<file path="src/core/grls_consts.vh">
`ifndef GRLS_CONSTS_VH
`define GRLS_CONSTS_VH
// ----------------------------------------------------------------------
// Register byte offsets
// ----------------------------------------------------------------------
`define GRLS_OFS_CTRL 6'h00
`define GRLS_OFS_DSG_TH 6'h04
`define GRLS_OFS_CHG_TH 6'h08
`define GRLS_OFS_QUIT 6'h0C
`define GRLS_OFS_DSG_RLX 6'h10
`define GRLS_OFS_CHG_RLX 6'h14
`define GRLS_OFS_QUIT_RLX 6'h18
`define GRLS_OFS_CMD 6'h1C
`define GRLS_OFS_STATUS 6'h20
`define GRLS_OFS_QMAX 6'h24
`define GRLS_OFS_AVG_I 6'h28
`define GRLS_OFS_AVG_P 6'h2C
`define GRLS_OFS_RSV_E 6'h30
`define GRLS_OFS_DSN_E 6'h34
`define GRLS_OFS_RSV_MWH 6'h38
`define GRLS_OFS_DSN_MWH 6'h3C
// ----------------------------------------------------------------------
// Fields and reset values
// ----------------------------------------------------------------------
`define GRLS_CTRL_NOLOAD 0
`define GRLS_CTRL_SCALE_LO 8
`define GRLS_CTRL_SCALE_HI 11
`define GRLS_SCALE_MIN 4'h1
`define GRLS_SCALE_MAX 4'hA
`define GRLS_SCALE_RST 4'h1
`define GRLS_TH_RST 16'h0064
`define GRLS_QUIT_RST 16'h000A
`define GRLS_DSG_RLX_RST 16'h003C
`define GRLS_CHG_RLX_RST 16'h003C
`define GRLS_QUIT_RLX_RST 16'h0001
`define GRLS_QMAX_RST 16'h03E8
`define GRLS_ENERGY_RST 16'h0000
`define GRLS_CMD_TRACK_EN 16'h0021
`define GRLS_LS_NONE 8'h00
`define GRLS_LS_LEARNED_OFF 8'h02
`define GRLS_LS_ON_NONE 8'h04
`define GRLS_LS_ON_QMAX 8'h05
`define GRLS_LS_ON_BOTH 8'h06
// ----------------------------------------------------------------------
// Timing
// ----------------------------------------------------------------------
`define GRLS_CLK_HZ 10000000
`define GRLS_OCV_WAIT_S 16'h0168
`define GRLS_DVDT_MAX_UV 24'h00_0004
`define GRLS_UW_PER_MW 34'h0_0000_03E8
`define GRLS_DIV_STEPS 6'h30
`endif

</file>
<file path="src/core/grls_gauge.v">
`timescale 1ns/1ps
`default_nettype none
`include "grls_consts.vh"

// Functional notes
// - Energy scale accepts only 1 through 10.
// - Energy values read scaled by energy scale.
// - Discharge flows only above discharge threshold.
// - Charge flows only above charge threshold.
// - Relax after small averaged current for time.
// - Relax after large averaged current, as printed.
// - Start OCV readings after six relax minutes.
// - Update capacity only when dV/dt below 4uV/s.
// - Leave relax after exit settle time above limit.
// - Capacity starts from loaded value, updates periodically.
// - Status 0x02 learned/off, 0x04 on/none.
// - Status 0x05 capacity only, 0x06 both learned.
// - Status changes only by learning or command.
// - Average discharge current stored per cycle.
// - Power averaged per cycle and stored.
// - Reserve energy with loaded or no-load compensation.
// - Select bit means no-load compensation, resets 0.
// - Tracking enabled by command code 0x0021.
module grls_gauge #(
  parameter CYC_PER_SEC = `GRLS_CLK_HZ
) (
  input wire sys_clk_i,
  input wire sys_rst_i,
  input wire [5:0] s_axi_awaddr,
  input wire s_axi_awvalid,
  output reg s_axi_awready,
  input wire [31:0] s_axi_wdata,
  input wire [3:0] s_axi_wstrb,
  input wire s_axi_wvalid,
  output reg s_axi_wready,
  output reg [1:0] s_axi_bresp,
  output reg s_axi_bvalid,
  input wire s_axi_bready,
  input wire [5:0] s_axi_araddr,
  input wire s_axi_arvalid,
  output reg s_axi_arready,
  output reg [31:0] s_axi_rdata,
  output reg [1:0] s_axi_rresp,
  output reg s_axi_rvalid,
  input wire s_axi_rready,
  input wire meas_valid_i,
  input wire signed [15:0] current_i,
  input wire [15:0] voltage_i,
  input wire [23:0] voltage_uv_i,
  input wire signed [15:0] averaged_current_i,
  input wire [15:0] qmax_calc_i,
  input wire resistance_table_learned_i,
  output reg dsg_flow_o,
  output reg chg_flow_o,
  output reg relax_o,
  output reg ocv_active_o,
  output reg noload_reserve_select_o,
  output reg [3:0] energy_scale_o
);

  // ----------------------------------------------------------------------
  // Helpers
  // ----------------------------------------------------------------------
  function [15:0] mag16;
    input [15:0] v;
    begin
      mag16 = v[15] ? (~v + 16'h0001) : v;
    end
  endfunction

  function [23:0] udiff24;
    input [23:0] a;
    input [23:0] b;
    begin
      udiff24 = (a > b) ? (a - b) : (b - a);
    end
  endfunction

  // ----------------------------------------------------------------------
  // Register bus
  // ----------------------------------------------------------------------
  reg [5:0] aw_addr_r;
  reg aw_hold_r;
  reg [31:0] w_data_r;
  reg [3:0] w_strb_r;
  reg w_hold_r;
  reg [15:0] dsg_th_r;
  reg [15:0] chg_th_r;
  reg [15:0] quit_r;
  reg [15:0] dsg_rlx_r;
  reg [15:0] chg_rlx_r;
  reg [15:0] quit_rlx_r;
  reg [15:0] rsv_e_r;
  reg [15:0] dsn_e_r;
  reg [15:0] qmax_r;
  reg [7:0] learn_r;
  reg [15:0] avg_i_last_r;
  reg [15:0] avg_p_last_r;
  reg dvdt_ok_r;
  wire do_write = aw_hold_r && w_hold_r && !s_axi_bvalid;
  wire wr_lo = w_strb_r[0];
  wire wr_hi = w_strb_r[1];
  wire [3:0] new_scale = w_data_r[`GRLS_CTRL_SCALE_HI:`GRLS_CTRL_SCALE_LO];
  wire track_cmd = do_write && (aw_addr_r == `GRLS_OFS_CMD) && wr_lo && wr_hi &&
                   (w_data_r[15:0] == `GRLS_CMD_TRACK_EN);
  wire [19:0] rsv_mwh = rsv_e_r * energy_scale_o;
  wire [19:0] dsn_mwh = dsn_e_r * energy_scale_o;

  always @(posedge sys_clk_i or posedge sys_rst_i)
  begin
    if (sys_rst_i)
    begin
      s_axi_awready <= 1'b0;
      s_axi_wready <= 1'b0;
      s_axi_bvalid <= 1'b0;
      s_axi_bresp <= 2'b00;
      aw_hold_r <= 1'b0;
      w_hold_r <= 1'b0;
      aw_addr_r <= 6'h00;
      w_data_r <= 32'h0000_0000;
      w_strb_r <= 4'h0;
      dsg_th_r <= `GRLS_TH_RST;
      chg_th_r <= `GRLS_TH_RST;
      quit_r <= `GRLS_QUIT_RST;
      dsg_rlx_r <= `GRLS_DSG_RLX_RST;
      chg_rlx_r <= `GRLS_CHG_RLX_RST;
      quit_rlx_r <= `GRLS_QUIT_RLX_RST;
      rsv_e_r <= `GRLS_ENERGY_RST;
      dsn_e_r <= `GRLS_ENERGY_RST;
      noload_reserve_select_o <= 1'b0;
      energy_scale_o <= `GRLS_SCALE_RST;
    end
    else
    begin
      s_axi_awready <= !aw_hold_r && !s_axi_awready && s_axi_awvalid;
      s_axi_wready <= !w_hold_r && !s_axi_wready && s_axi_wvalid;
      if (s_axi_awvalid && s_axi_awready)
      begin
        aw_hold_r <= 1'b1;
        aw_addr_r <= s_axi_awaddr;
      end
      if (s_axi_wvalid && s_axi_wready)
      begin
        w_hold_r <= 1'b1;
        w_data_r <= s_axi_wdata;
        w_strb_r <= s_axi_wstrb;
      end
      if (s_axi_bvalid && s_axi_bready)
        s_axi_bvalid <= 1'b0;
      if (do_write)
      begin
        aw_hold_r <= 1'b0;
        w_hold_r <= 1'b0;
        s_axi_bvalid <= 1'b1;
        s_axi_bresp <= 2'b00;
        case (aw_addr_r)
          `GRLS_OFS_CTRL:
          begin
            if (wr_lo)
              noload_reserve_select_o <= w_data_r[`GRLS_CTRL_NOLOAD];
            // Out-of-range scale writes are dropped, keeping the unit defined.
            if (wr_hi && new_scale >= `GRLS_SCALE_MIN && new_scale <= `GRLS_SCALE_MAX)
              energy_scale_o <= new_scale;
          end
          `GRLS_OFS_DSG_TH: if (wr_lo && wr_hi) dsg_th_r <= w_data_r[15:0];
          `GRLS_OFS_CHG_TH: if (wr_lo && wr_hi) chg_th_r <= w_data_r[15:0];
          `GRLS_OFS_QUIT: if (wr_lo && wr_hi) quit_r <= w_data_r[15:0];
          `GRLS_OFS_DSG_RLX: if (wr_lo && wr_hi) dsg_rlx_r <= w_data_r[15:0];
          `GRLS_OFS_CHG_RLX: if (wr_lo && wr_hi) chg_rlx_r <= w_data_r[15:0];
          `GRLS_OFS_QUIT_RLX: if (wr_lo && wr_hi) quit_rlx_r <= w_data_r[15:0];
          `GRLS_OFS_RSV_E: if (wr_lo && wr_hi) rsv_e_r <= w_data_r[15:0];
          `GRLS_OFS_DSN_E: if (wr_lo && wr_hi) dsn_e_r <= w_data_r[15:0];
          `GRLS_OFS_CMD, `GRLS_OFS_QMAX:
            s_axi_bresp <= 2'b00;
          default:
            s_axi_bresp <= 2'b10;
        endcase
      end
    end
  end

  always @(posedge sys_clk_i or posedge sys_rst_i)
  begin
    if (sys_rst_i)
    begin
      s_axi_arready <= 1'b0;
      s_axi_rvalid <= 1'b0;
      s_axi_rdata <= 32'h0000_0000;
      s_axi_rresp <= 2'b00;
    end
    else
    begin
      s_axi_arready <= !s_axi_rvalid && !s_axi_arready && s_axi_arvalid;
      if (s_axi_rvalid && s_axi_rready)
        s_axi_rvalid <= 1'b0;
      if (s_axi_arvalid && s_axi_arready)
      begin
        s_axi_rvalid <= 1'b1;
        s_axi_rresp <= 2'b00;
        s_axi_rdata <= 32'h0000_0000;
        case (s_axi_araddr)
          `GRLS_OFS_CTRL: s_axi_rdata <= {20'h0_0000, energy_scale_o, 7'h00, noload_reserve_select_o};
          `GRLS_OFS_DSG_TH: s_axi_rdata <= {16'h0000, dsg_th_r};
          `GRLS_OFS_CHG_TH: s_axi_rdata <= {16'h0000, chg_th_r};
          `GRLS_OFS_QUIT: s_axi_rdata <= {16'h0000, quit_r};
          `GRLS_OFS_DSG_RLX: s_axi_rdata <= {16'h0000, dsg_rlx_r};
          `GRLS_OFS_CHG_RLX: s_axi_rdata <= {16'h0000, chg_rlx_r};
          `GRLS_OFS_QUIT_RLX: s_axi_rdata <= {16'h0000, quit_rlx_r};
          `GRLS_OFS_CMD: s_axi_rdata <= 32'h0000_0000;
          `GRLS_OFS_STATUS: s_axi_rdata <= {16'h0000, learn_r, 3'b000, dvdt_ok_r, ocv_active_o,
                                            relax_o, chg_flow_o, dsg_flow_o};
          `GRLS_OFS_QMAX: s_axi_rdata <= {16'h0000, qmax_r};
          `GRLS_OFS_AVG_I: s_axi_rdata <= {16'h0000, avg_i_last_r};
          `GRLS_OFS_AVG_P: s_axi_rdata <= {16'h0000, avg_p_last_r};
          `GRLS_OFS_RSV_E: s_axi_rdata <= {16'h0000, rsv_e_r};
          `GRLS_OFS_DSN_E: s_axi_rdata <= {16'h0000, dsn_e_r};
          `GRLS_OFS_RSV_MWH: s_axi_rdata <= {12'h000, rsv_mwh};
          `GRLS_OFS_DSN_MWH: s_axi_rdata <= {12'h000, dsn_mwh};
          default: s_axi_rresp <= 2'b10;
        endcase
      end
    end
  end

  // ----------------------------------------------------------------------
  // One-second tick and current direction
  // ----------------------------------------------------------------------
  reg [31:0] div_cnt_r;
  reg sec_tick_r;
  wire [15:0] dsg_mag = current_i[15] ? mag16(current_i) : 16'h0000;
  wire [15:0] chg_mag = current_i[15] ? 16'h0000 : current_i;
  wire [15:0] avg_mag = mag16(averaged_current_i);
  wire [15:0] quit_mag = mag16(quit_r);

  always @(posedge sys_clk_i or posedge sys_rst_i)
  begin
    if (sys_rst_i)
    begin
      div_cnt_r <= 32'h0000_0000;
      sec_tick_r <= 1'b0;
      dsg_flow_o <= 1'b0;
      chg_flow_o <= 1'b0;
    end
    else
    begin
      sec_tick_r <= (div_cnt_r == CYC_PER_SEC - 1);
      div_cnt_r <= (div_cnt_r == CYC_PER_SEC - 1) ? 32'h0000_0000 : div_cnt_r + 32'h0000_0001;
      if (meas_valid_i)
      begin
        dsg_flow_o <= dsg_mag > dsg_th_r;
        chg_flow_o <= chg_mag > chg_th_r;
      end
    end
  end

  // ----------------------------------------------------------------------
  // Relaxation state, OCV timer and voltage stability
  // ----------------------------------------------------------------------
  reg [15:0] low_sec_r;
  reg [15:0] high_sec_r;
  reg [15:0] exit_sec_r;
  reg [15:0] ocv_sec_r;
  reg [23:0] v_prev_r;
  wire below = avg_mag < quit_mag;
  wire above = avg_mag > quit_mag;

  always @(posedge sys_clk_i or posedge sys_rst_i)
  begin
    if (sys_rst_i)
    begin
      low_sec_r <= 16'h0000;
      high_sec_r <= 16'h0000;
      exit_sec_r <= 16'h0000;
      ocv_sec_r <= 16'h0000;
      relax_o <= 1'b0;
      ocv_active_o <= 1'b0;
      v_prev_r <= 24'h00_0000;
      dvdt_ok_r <= 1'b0;
    end
    else if (sec_tick_r)
    begin
      v_prev_r <= voltage_uv_i;
      dvdt_ok_r <= udiff24(voltage_uv_i, v_prev_r) < `GRLS_DVDT_MAX_UV;
      low_sec_r <= below ? low_sec_r + 16'h0001 : 16'h0000;
      high_sec_r <= above ? high_sec_r + 16'h0001 : 16'h0000;
      exit_sec_r <= (relax_o && above) ? exit_sec_r + 16'h0001 : 16'h0000;
      if (!relax_o)
      begin
        ocv_sec_r <= 16'h0000;
        ocv_active_o <= 1'b0;
        if ((below && low_sec_r + 16'h0001 >= dsg_rlx_r) ||
            (above && high_sec_r + 16'h0001 >= chg_rlx_r))
          relax_o <= 1'b1;
      end
      else
      begin
        if (above && exit_sec_r + 16'h0001 >= quit_rlx_r)
        begin
          relax_o <= 1'b0;
          ocv_active_o <= 1'b0;
        end
        else if (ocv_sec_r + 16'h0001 >= `GRLS_OCV_WAIT_S)
          ocv_active_o <= 1'b1;
        else
          ocv_sec_r <= ocv_sec_r + 16'h0001;
      end
    end
  end

  // ----------------------------------------------------------------------
  // Capacity learning and learning status
  // ----------------------------------------------------------------------
  wire tracking_on = learn_r[2];
  wire qmax_upd = sec_tick_r && ocv_active_o && relax_o && dvdt_ok_r && tracking_on;

  always @(posedge sys_clk_i or posedge sys_rst_i)
  begin
    if (sys_rst_i)
    begin
      qmax_r <= `GRLS_QMAX_RST;
      learn_r <= `GRLS_LS_NONE;
    end
    else
    begin
      if (do_write && aw_addr_r == `GRLS_OFS_QMAX && wr_lo && wr_hi)
        qmax_r <= w_data_r[15:0];
      else if (qmax_upd)
        qmax_r <= qmax_calc_i;
      if (track_cmd)
        learn_r <= (learn_r == `GRLS_LS_LEARNED_OFF) ? `GRLS_LS_ON_BOTH : `GRLS_LS_ON_NONE;
      else if (qmax_upd && learn_r == `GRLS_LS_ON_NONE)
        learn_r <= `GRLS_LS_ON_QMAX;
      else if (resistance_table_learned_i && learn_r == `GRLS_LS_ON_QMAX)
        learn_r <= `GRLS_LS_ON_BOTH;
    end
  end

  // ----------------------------------------------------------------------
  // Discharge-run averages
  // ----------------------------------------------------------------------
  // One shared serial divider keeps area small; results land ~100 cycles after the run.
  localparam ST_IDLE = 2'd0;
  localparam ST_DIV_I = 2'd1;
  localparam ST_DIV_P = 2'd2;
  reg [1:0] st_r;
  reg dsg_prev_r;
  reg [47:0] sum_i_r;
  reg [47:0] sum_p_r;
  reg [23:0] cnt_r;
  reg [47:0] quo_r;
  reg [47:0] rem_r;
  reg [5:0] step_r;
  wire [31:0] pwr_uw = dsg_mag * voltage_i;
  wire [47:0] divisor = (st_r == ST_DIV_P) ? {14'h0000, cnt_r * `GRLS_UW_PER_MW} :
                        {24'h00_0000, cnt_r};
  wire [47:0] rem_sh = {rem_r[46:0], quo_r[47]};

  always @(posedge sys_clk_i or posedge sys_rst_i)
  begin
    if (sys_rst_i)
    begin
      st_r <= ST_IDLE;
      dsg_prev_r <= 1'b0;
      sum_i_r <= 48'h0000_0000_0000;
      sum_p_r <= 48'h0000_0000_0000;
      cnt_r <= 24'h00_0000;
      quo_r <= 48'h0000_0000_0000;
      rem_r <= 48'h0000_0000_0000;
      step_r <= 6'h00;
      avg_i_last_r <= 16'h0000;
      avg_p_last_r <= 16'h0000;
    end
    else
    begin
      dsg_prev_r <= dsg_flow_o;
      case (st_r)
        ST_IDLE:
        begin
          if (dsg_flow_o && !dsg_prev_r)
          begin
            sum_i_r <= 48'h0000_0000_0000;
            sum_p_r <= 48'h0000_0000_0000;
            cnt_r <= 24'h00_0000;
          end
          else if (dsg_flow_o && meas_valid_i && dsg_mag > dsg_th_r)
          begin
            sum_i_r <= sum_i_r + {32'h0000_0000, dsg_mag};
            sum_p_r <= sum_p_r + {16'h0000, pwr_uw};
            cnt_r <= cnt_r + 24'h00_0001;
          end
          else if (!dsg_flow_o && dsg_prev_r && cnt_r != 24'h00_0000)
          begin
            quo_r <= sum_i_r;
            rem_r <= 48'h0000_0000_0000;
            step_r <= 6'h00;
            st_r <= ST_DIV_I;
          end
        end
        ST_DIV_I, ST_DIV_P:
        begin
          if (rem_sh >= divisor)
          begin
            rem_r <= rem_sh - divisor;
            quo_r <= {quo_r[46:0], 1'b1};
          end
          else
          begin
            rem_r <= rem_sh;
            quo_r <= {quo_r[46:0], 1'b0};
          end
          step_r <= step_r + 6'h01;
          if (step_r == `GRLS_DIV_STEPS - 6'h01)
          begin
            step_r <= 6'h00;
            rem_r <= 48'h0000_0000_0000;
            if (st_r == ST_DIV_I)
            begin
              avg_i_last_r <= {quo_r[14:0], rem_sh >= divisor};
              quo_r <= sum_p_r;
              st_r <= ST_DIV_P;
            end
            else
            begin
              avg_p_last_r <= {quo_r[14:0], rem_sh >= divisor};
              st_r <= ST_IDLE;
            end
          end
        end
        default:
          st_r <= ST_IDLE;
      endcase
    end
  end

endmodule
`default_nettype wire

</file>
<file path="config.mk">
export PLATFORM = sky130hd
export DESIGN_NAME = grls_gauge
export DESIGN_NICKNAME = d
export VERILOG_FILES = /design/src/core/grls_gauge.v
export VERILOG_INCLUDE_DIRS = /design/src /design/src/core
export SDC_FILE = /design/constraint.sdc
export NUM_CORES = 2
export LEC_CHECK = 0
export ABC_AREA = 0
export ABC_CLOCK_PERIOD_IN_PS = 16000
export BUFFER_PORTS_ARGS = -buffer_cell sky130_fd_sc_hd__buf_4
export CAP_MARGIN = 20
export CORE_MARGIN = 1.5
export CORE_UTILIZATION = 25
export CTS_CLUSTER_SIZE = 25
export DETAILED_ROUTE_END_ITERATION = 16
export SYNTH_ARGS = -nofsm -noshare
export SYNTH_HDL_FRONTEND = slang
export SYNTH_SLANG_ARGS = --single-unit
</file>
<file path="constraint.sdc">
create_clock -name sys_clk_i -period 16 [get_ports sys_clk_i]
set_input_delay 0.8 -clock sys_clk_i [delete_from_list [all_inputs] [get_ports sys_clk_i]]
set_output_delay 0.8 -clock sys_clk_i [all_outputs]
set_load 0.01 [all_outputs]
</file>
# After elaboration in Yosys (flattened, before gate mapping)
# Cells that the tools add are included.
# word_totals
output_inout_bits,50
word_cells,269
inputBits,145
reg_bits,606
# op_classes
mux,66
n_reduce_logical,80
magnitude_cmp,13
n_bitwise,4
n_addsub,15
mul,4
eq_ne,40
# ops
op,n
$mux W48,9
$pmux W20 S15,1
$mux W47,5
$mux W16,11
$add A16 B1 Y16 const B,7
$pmux W48 S2,1
$pmux W47 S2,1
$eq A6 B6 Y1 const B,12
$mux W24,3
$add A48 B16 Y48,1
$add A48 B32 Y48,1
$eq A6 B5 Y1 const B,8
$ge A16 B16 Y1,3
$ge A48 B34 Y1,1
$not A16 Y16,3
$sub A24 B24 Y24,2
$sub A47 B34 Y47,1
$mul A16 B4 Y20,2
$reduce_and A3 Y1,13
$logic_and A1 B1 Y1,38
$mux W34,1
$add A32 B1 Y32 const B,1
$eq A32 B24 Y1 const B,1
$gt A16 B16 Y1,2
other kinds (41),94

# Longest topological paths before layout
# depth
ltp_word,8
depth_mapped,33
mapped_depth_nobuf,32

# Worst setup path before layout
# Ideal clock, no wire load.
# synth_timing
path_type,input-to-reg
start,input current_i[5]
end,register sum_p_r[46]
path_stages,31
setup_time_ps,132
required_time_ps,15868
path_buffers,2
path_slack_ps,7609
arrival_ps,8260
cell_sequence,or4_1 -> nor4_1 -> nand2b_1 -> or3_1 -> nor2_1 -> xnor2_1 -> and2_1 -> clkbuf_1 -> clkbuf_1 -> nand2_1 -> fa_1 -> inv_1 -> fa_1 -> fa_1 -> fa_1 -> inv_1 -> fa_1 -> fa_1 -> inv_1 -> ha_1 -> inv_1 -> o21bai_1 -> a21o_1 -> a21oi_1 -> nand2_1 -> a21oi_1 -> o31a_1 -> o31ai_1 -> nor4b_2 -> xnor2_1 -> nor2_1
# synth_via
elab_chain_cells,7
elab_cells_between_ends,11
cone_classes,add/sub: 2; mul: 1; order compare: 1; mux: 3; bitwise: 1; reduce/logical: 3
# synth_rtl
element,line,source
from (decl),grls_gauge.v:47,"input wire signed [15:0] current_i,"
$not A16 Y16 *,grls_gauge.v:67,mag16 = v[15] ? (~v + 16'h0001) : v;
$add A16 B1 Y16 *,grls_gauge.v:67,
$mux W16 *,grls_gauge.v:230,wire [15:0] dsg_mag = current_i[15] ? mag16(current_i) : 16'h0000;
$mul A16 B16 Y32 / $gt A16 B16 Y1 (equally long branches),"grls_gauge.v:353, grls_gauge.v:385",
$add A48 B32 Y48 / $logic_and A1 B1 Y1 (equally long branches),"grls_gauge.v:388, grls_gauge.v:385",
$mux W48 / $reduce_bool A2 Y1 (equally long branches),--,
$mux W48 / $reduce_and A2 Y1 (equally long branches),--,
to (signal assigned),grls_gauge.v:388,"sum_p_r <= sum_p_r + {16'h0000, pwr_uw};"
to (decl),grls_gauge.v:348,reg [47:0] sum_p_r;
# Every way passes the cells marked *; elsewhere a longest branch is shown, timed or not. The select of a mux whose other input is x is not followed.
# A chain may end at the register's enable or synchronous reset.

# Final worst setup path
# Same ends and word-level chain as after synthesis.

==> results.ini <==
[status]
outcome = finished clean

[cells_and_area]
layout_common_cells = sky130_fd_sc_hd__inv_1 (724), sky130_fd_sc_hd__nand2_1 (704), sky130_fd_sc_hd__dfrtp_1 (562), sky130_fd_sc_hd__ha_1 (443), sky130_fd_sc_hd__fa_1 (370)
final_common_cell = sky130_fd_sc_hd__inv_1
layout.nets = 6825
multi_input_area_um2 = 34300
layout-drive-gt1-share_pct = 10.6
regArea_um2 = 14700
layout.cells.non_filler = 8738
syn2layout_area_growth_pct = 13.0
layout.filler_cells = 22142
finalCoreUtilization_pct = 28.4

[grt]
grt_remaining_overflow = 0
number_of_antenna_violations_at_the_first_check_in_global_routing = 5
grtUsageTotal_pct = 14.9
wire_length_of_the_first_global_routing_pass_mm = 251
first_global_vias = 43195
grt_start_max_net_pins = 172

[worst_setup_path]
timing.critical_path.required_ns = 16.52
critical_path.slowest_cell = sky130_fd_sc_hd__o31ai_1
crit_family = adder cells
critical_path_class = input port to flip-flop
worstSetupEndpointType = flip-flop
cpMostUsedCell = sky130_fd_sc_hd__fa_1
worst-path-buf-inv = 7
cp_data_arrival_time_ns = 9.74
worst-path-max-fanout = 13
timing.critical_path.slowest_cell_delay_ns = 0.76
cp-start-kind = input port

[logic_synthesis]
seq_area_frac_synth_pct = 27.9
seq_cells_post_synth = 587
synth.area.mux_share_pct = 5.38
synthXorXnorAreaFrac_pct = 5.15
ys.warnings.count = 0
synthSimpleGateAreaFrac_pct = 15.6
mapped_cells = 5818
synth_async_sr_flop_share_pct = 100
synth_cell_types = 112
post_synth_fa_ha_maj_area_fraction_pct = 24.6
mappedNetlistArea_um2 = 52700
synth_ff_type = sky130_fd_sc_hd__dfrtp_1
synth_top_family_by_area = adder cells
synth_compound_area_share_pct = 14.1
synth-edff-count = 0
synthesis.area_per_instance_um2 = 9.05

[routing]
antenna_violating_nets_post_route = 0
finalWirelength_mm = 160
firstDrtPassIters = 6
per_cell_via_count_in_the_routed_design = 4.87
routed.top_layer = met5
route.detailed.wl_per_inst_um = 18.4
met3_wirelength_mm = 8.28
drt_iter0_markers = 3202
drc = 0
met2RoutedLength_mm = 75.7
wl_met1_mm = 66.5
via_count = 42587

[clock_tree]
worstSkewPairLatency_ns = 0.68
tritoncts = built
tritoncts.num_buffers = 77
post_cts_buffers = 0
post_cts_resize_count = 0
numClockSinks = 587
cts.reportedPaths.clkPinSlew_ns = 0.06
clock_path_buffers = 3
clockRootBuffer = sky130_fd_sc_hd__clkbuf_16
cts_hold_buf = 0
htree_levels = 3

[power_and_ir_drop]
totalPowerFinal_w = 0.00732
vdd.ir_drop.worst_mv = 0.142
total_leakage_power_nw = 27.9
power_density_nw_per_um2 = 123

[placement]
dp.cells = 8590
detailedPlace.worstSlack_ns = 6.15
place_congestion = 0.946
port-buffer-count = 162
dp_hpwl_mm = 119

[sta]
timing_worst_slew_pin_value_ns = 1.25
setup_viol = 0
rsz0062_at_grt = no
final.setup.worst_slack_ns = 6.78
final.setup.tns_ns = 0
hold_viol = 0
post-route-min-period_ns = 9.22
finalCritPeriodShare_pct = 57.6
finClkSkew_ns = 0.0413
maxSlewViolCount = 0
max_slew_margin_pct = 16.1
timing.fmax_ghz = 0.108

[flow_run]
maxCapViolCount = 0

[floorplanning]
fp.dieArea_um2 = 213000
ioPinCount = 195
floorplan.die.height_um = 462
rows = 168
core_area_um2 = 210000
die_x_um = 462
initial_core_utilization_pct = 25.1

[min_path]
min-delay-path-class = input port to flip-flop

## flip-flops by register name, summed over array words and instances, names as in the netlist, 16 cells and up
| signal | flops |
|---|---|
| exit_sec_r | 16 |
| ocv_sec_r | 16 |
| avg_i_last_r | 16 |
| div_cnt_r | 32 |
| w_data_r | 16 |
| v_prev_r | 24 |
| high_sec_r | 16 |
| rsv_e_r | 16 |
| qmax_r | 16 |
| avg_p_last_r | 16 |
| chg_rlx_r | 16 |
| dsg_th_r | 16 |
| rem_r | 47 |
| cnt_r | 24 |
| s_axi_rdata | 20 |
| quit_rlx_r | 16 |
| sum_p_r | 48 |
| chg_th_r | 16 |
| quit_r | 16 |
| low_sec_r | 16 |
| dsn_e_r | 16 |
| sum_i_r | 48 |
| dsg_rlx_r | 16 |
| quo_r | 48 |
## cell usage after synthesis (all sizes together), types with 78 or more instances
cell type | n | area share (%)
ha | 444 | 11
clkbuf | 225 | 1.7
a21o | 103 | 1.5
and2 | 94 | 1.1
nand3 | 190 | 1.8
and3 | 127 | 1.5
fa | 370 | 14
nor2 | 265 | 1.9
xnor2 | 190 | 3.2
dfrtp | 563 | 27
a21oi | 235 | 2.3
xor2 | 120 | 2.0
mux2 | 174 | 3.7
nand2 | 707 | 5.0
nor3 | 78 | 0.77
inv | 726 | 5.2
o21ai | 361 | 3.5
## per-stage QoR
stage | hold WS [ns] | instance area (um^2)
finish | 0.315 | 59600
global route | 0.281 | 59500
CTS | 0.261 | 59500
detailed placement | 0.460 | 56900
global placement | 0.444 | 56900
floorplan | 0.438 | 52700
## worst reg2reg max path: cells and delay by family (launching register included)
kind / cells / cell delay (ns)
AND/OR/NAND/NOR: 4 / 0.69
AO/OA/AOI/OAI: 14 / 3.53
buffers and inverters: 3 / 0.82
flip-flops: 1 / 0.50
adder cells (fa/ha/maj): 6 / 2.89
multiplexers: 1 / 0.41
## cell type report
cell class              instances  share of cell area, %
multi-input cells            4255                   57.6
flip-flops and latches        587                   24.7
well taps                    2805                   5.89
inverters                     726                   4.58
clock buffers                 116                   3.87
repair buffers                219                   2.84
clock inverters                26                  0.513
diodes                          4                 0.0168
## where the power goes
group | leakage (nW) | switching (W) | internal [W]
clock | 1.26 | 0.000737 | 0.00108
sequential | 7.64 | 0.000398 | 0.00173
combinational | 19.0 | 0.00203 | 0.00135
total | 27.9 | 0.00316 | 0.00416
## per-layer routing
layer / GRT usage [%] / vias up
li1: - / 19851
met1: 18.5 / 21222
met2: 24.8 / 1157
met3: 2.13 / 353
met4: 8.29 / 4
met5: 0 / -
## final timing paths
| kind | from | to | slack [ns] | cells after the start |
|---|---|---|---|---|
| max | current_i[5] | sum_p_r[46] | 6.78 | 34 |
| min | s_axi_rready | s_axi_rvalid | 0.31 | 2 |
| max reg2reg | cnt_r[8] | rem_r[28] | 7.01 | 28 |
| min reg2reg | s_axi_arready | s_axi_arready | 0.47 | 1 |
| max in group asynchronous | sys_rst_i | v_prev_r[15] | 12.33 | 6 |
| min in group asynchronous | sys_rst_i | s_axi_bvalid | 0.38 | 3 |
## cell families after synthesis
logic type      count (synthesis)
compound gates               1140
mux                           254
other cells                     1
simple gates                 1723
buf+inv                       989
fa+ha+maj                     814
flops                         587
xor+xnor                      310
Note: power is estimated with default switching activity, not from simulation.
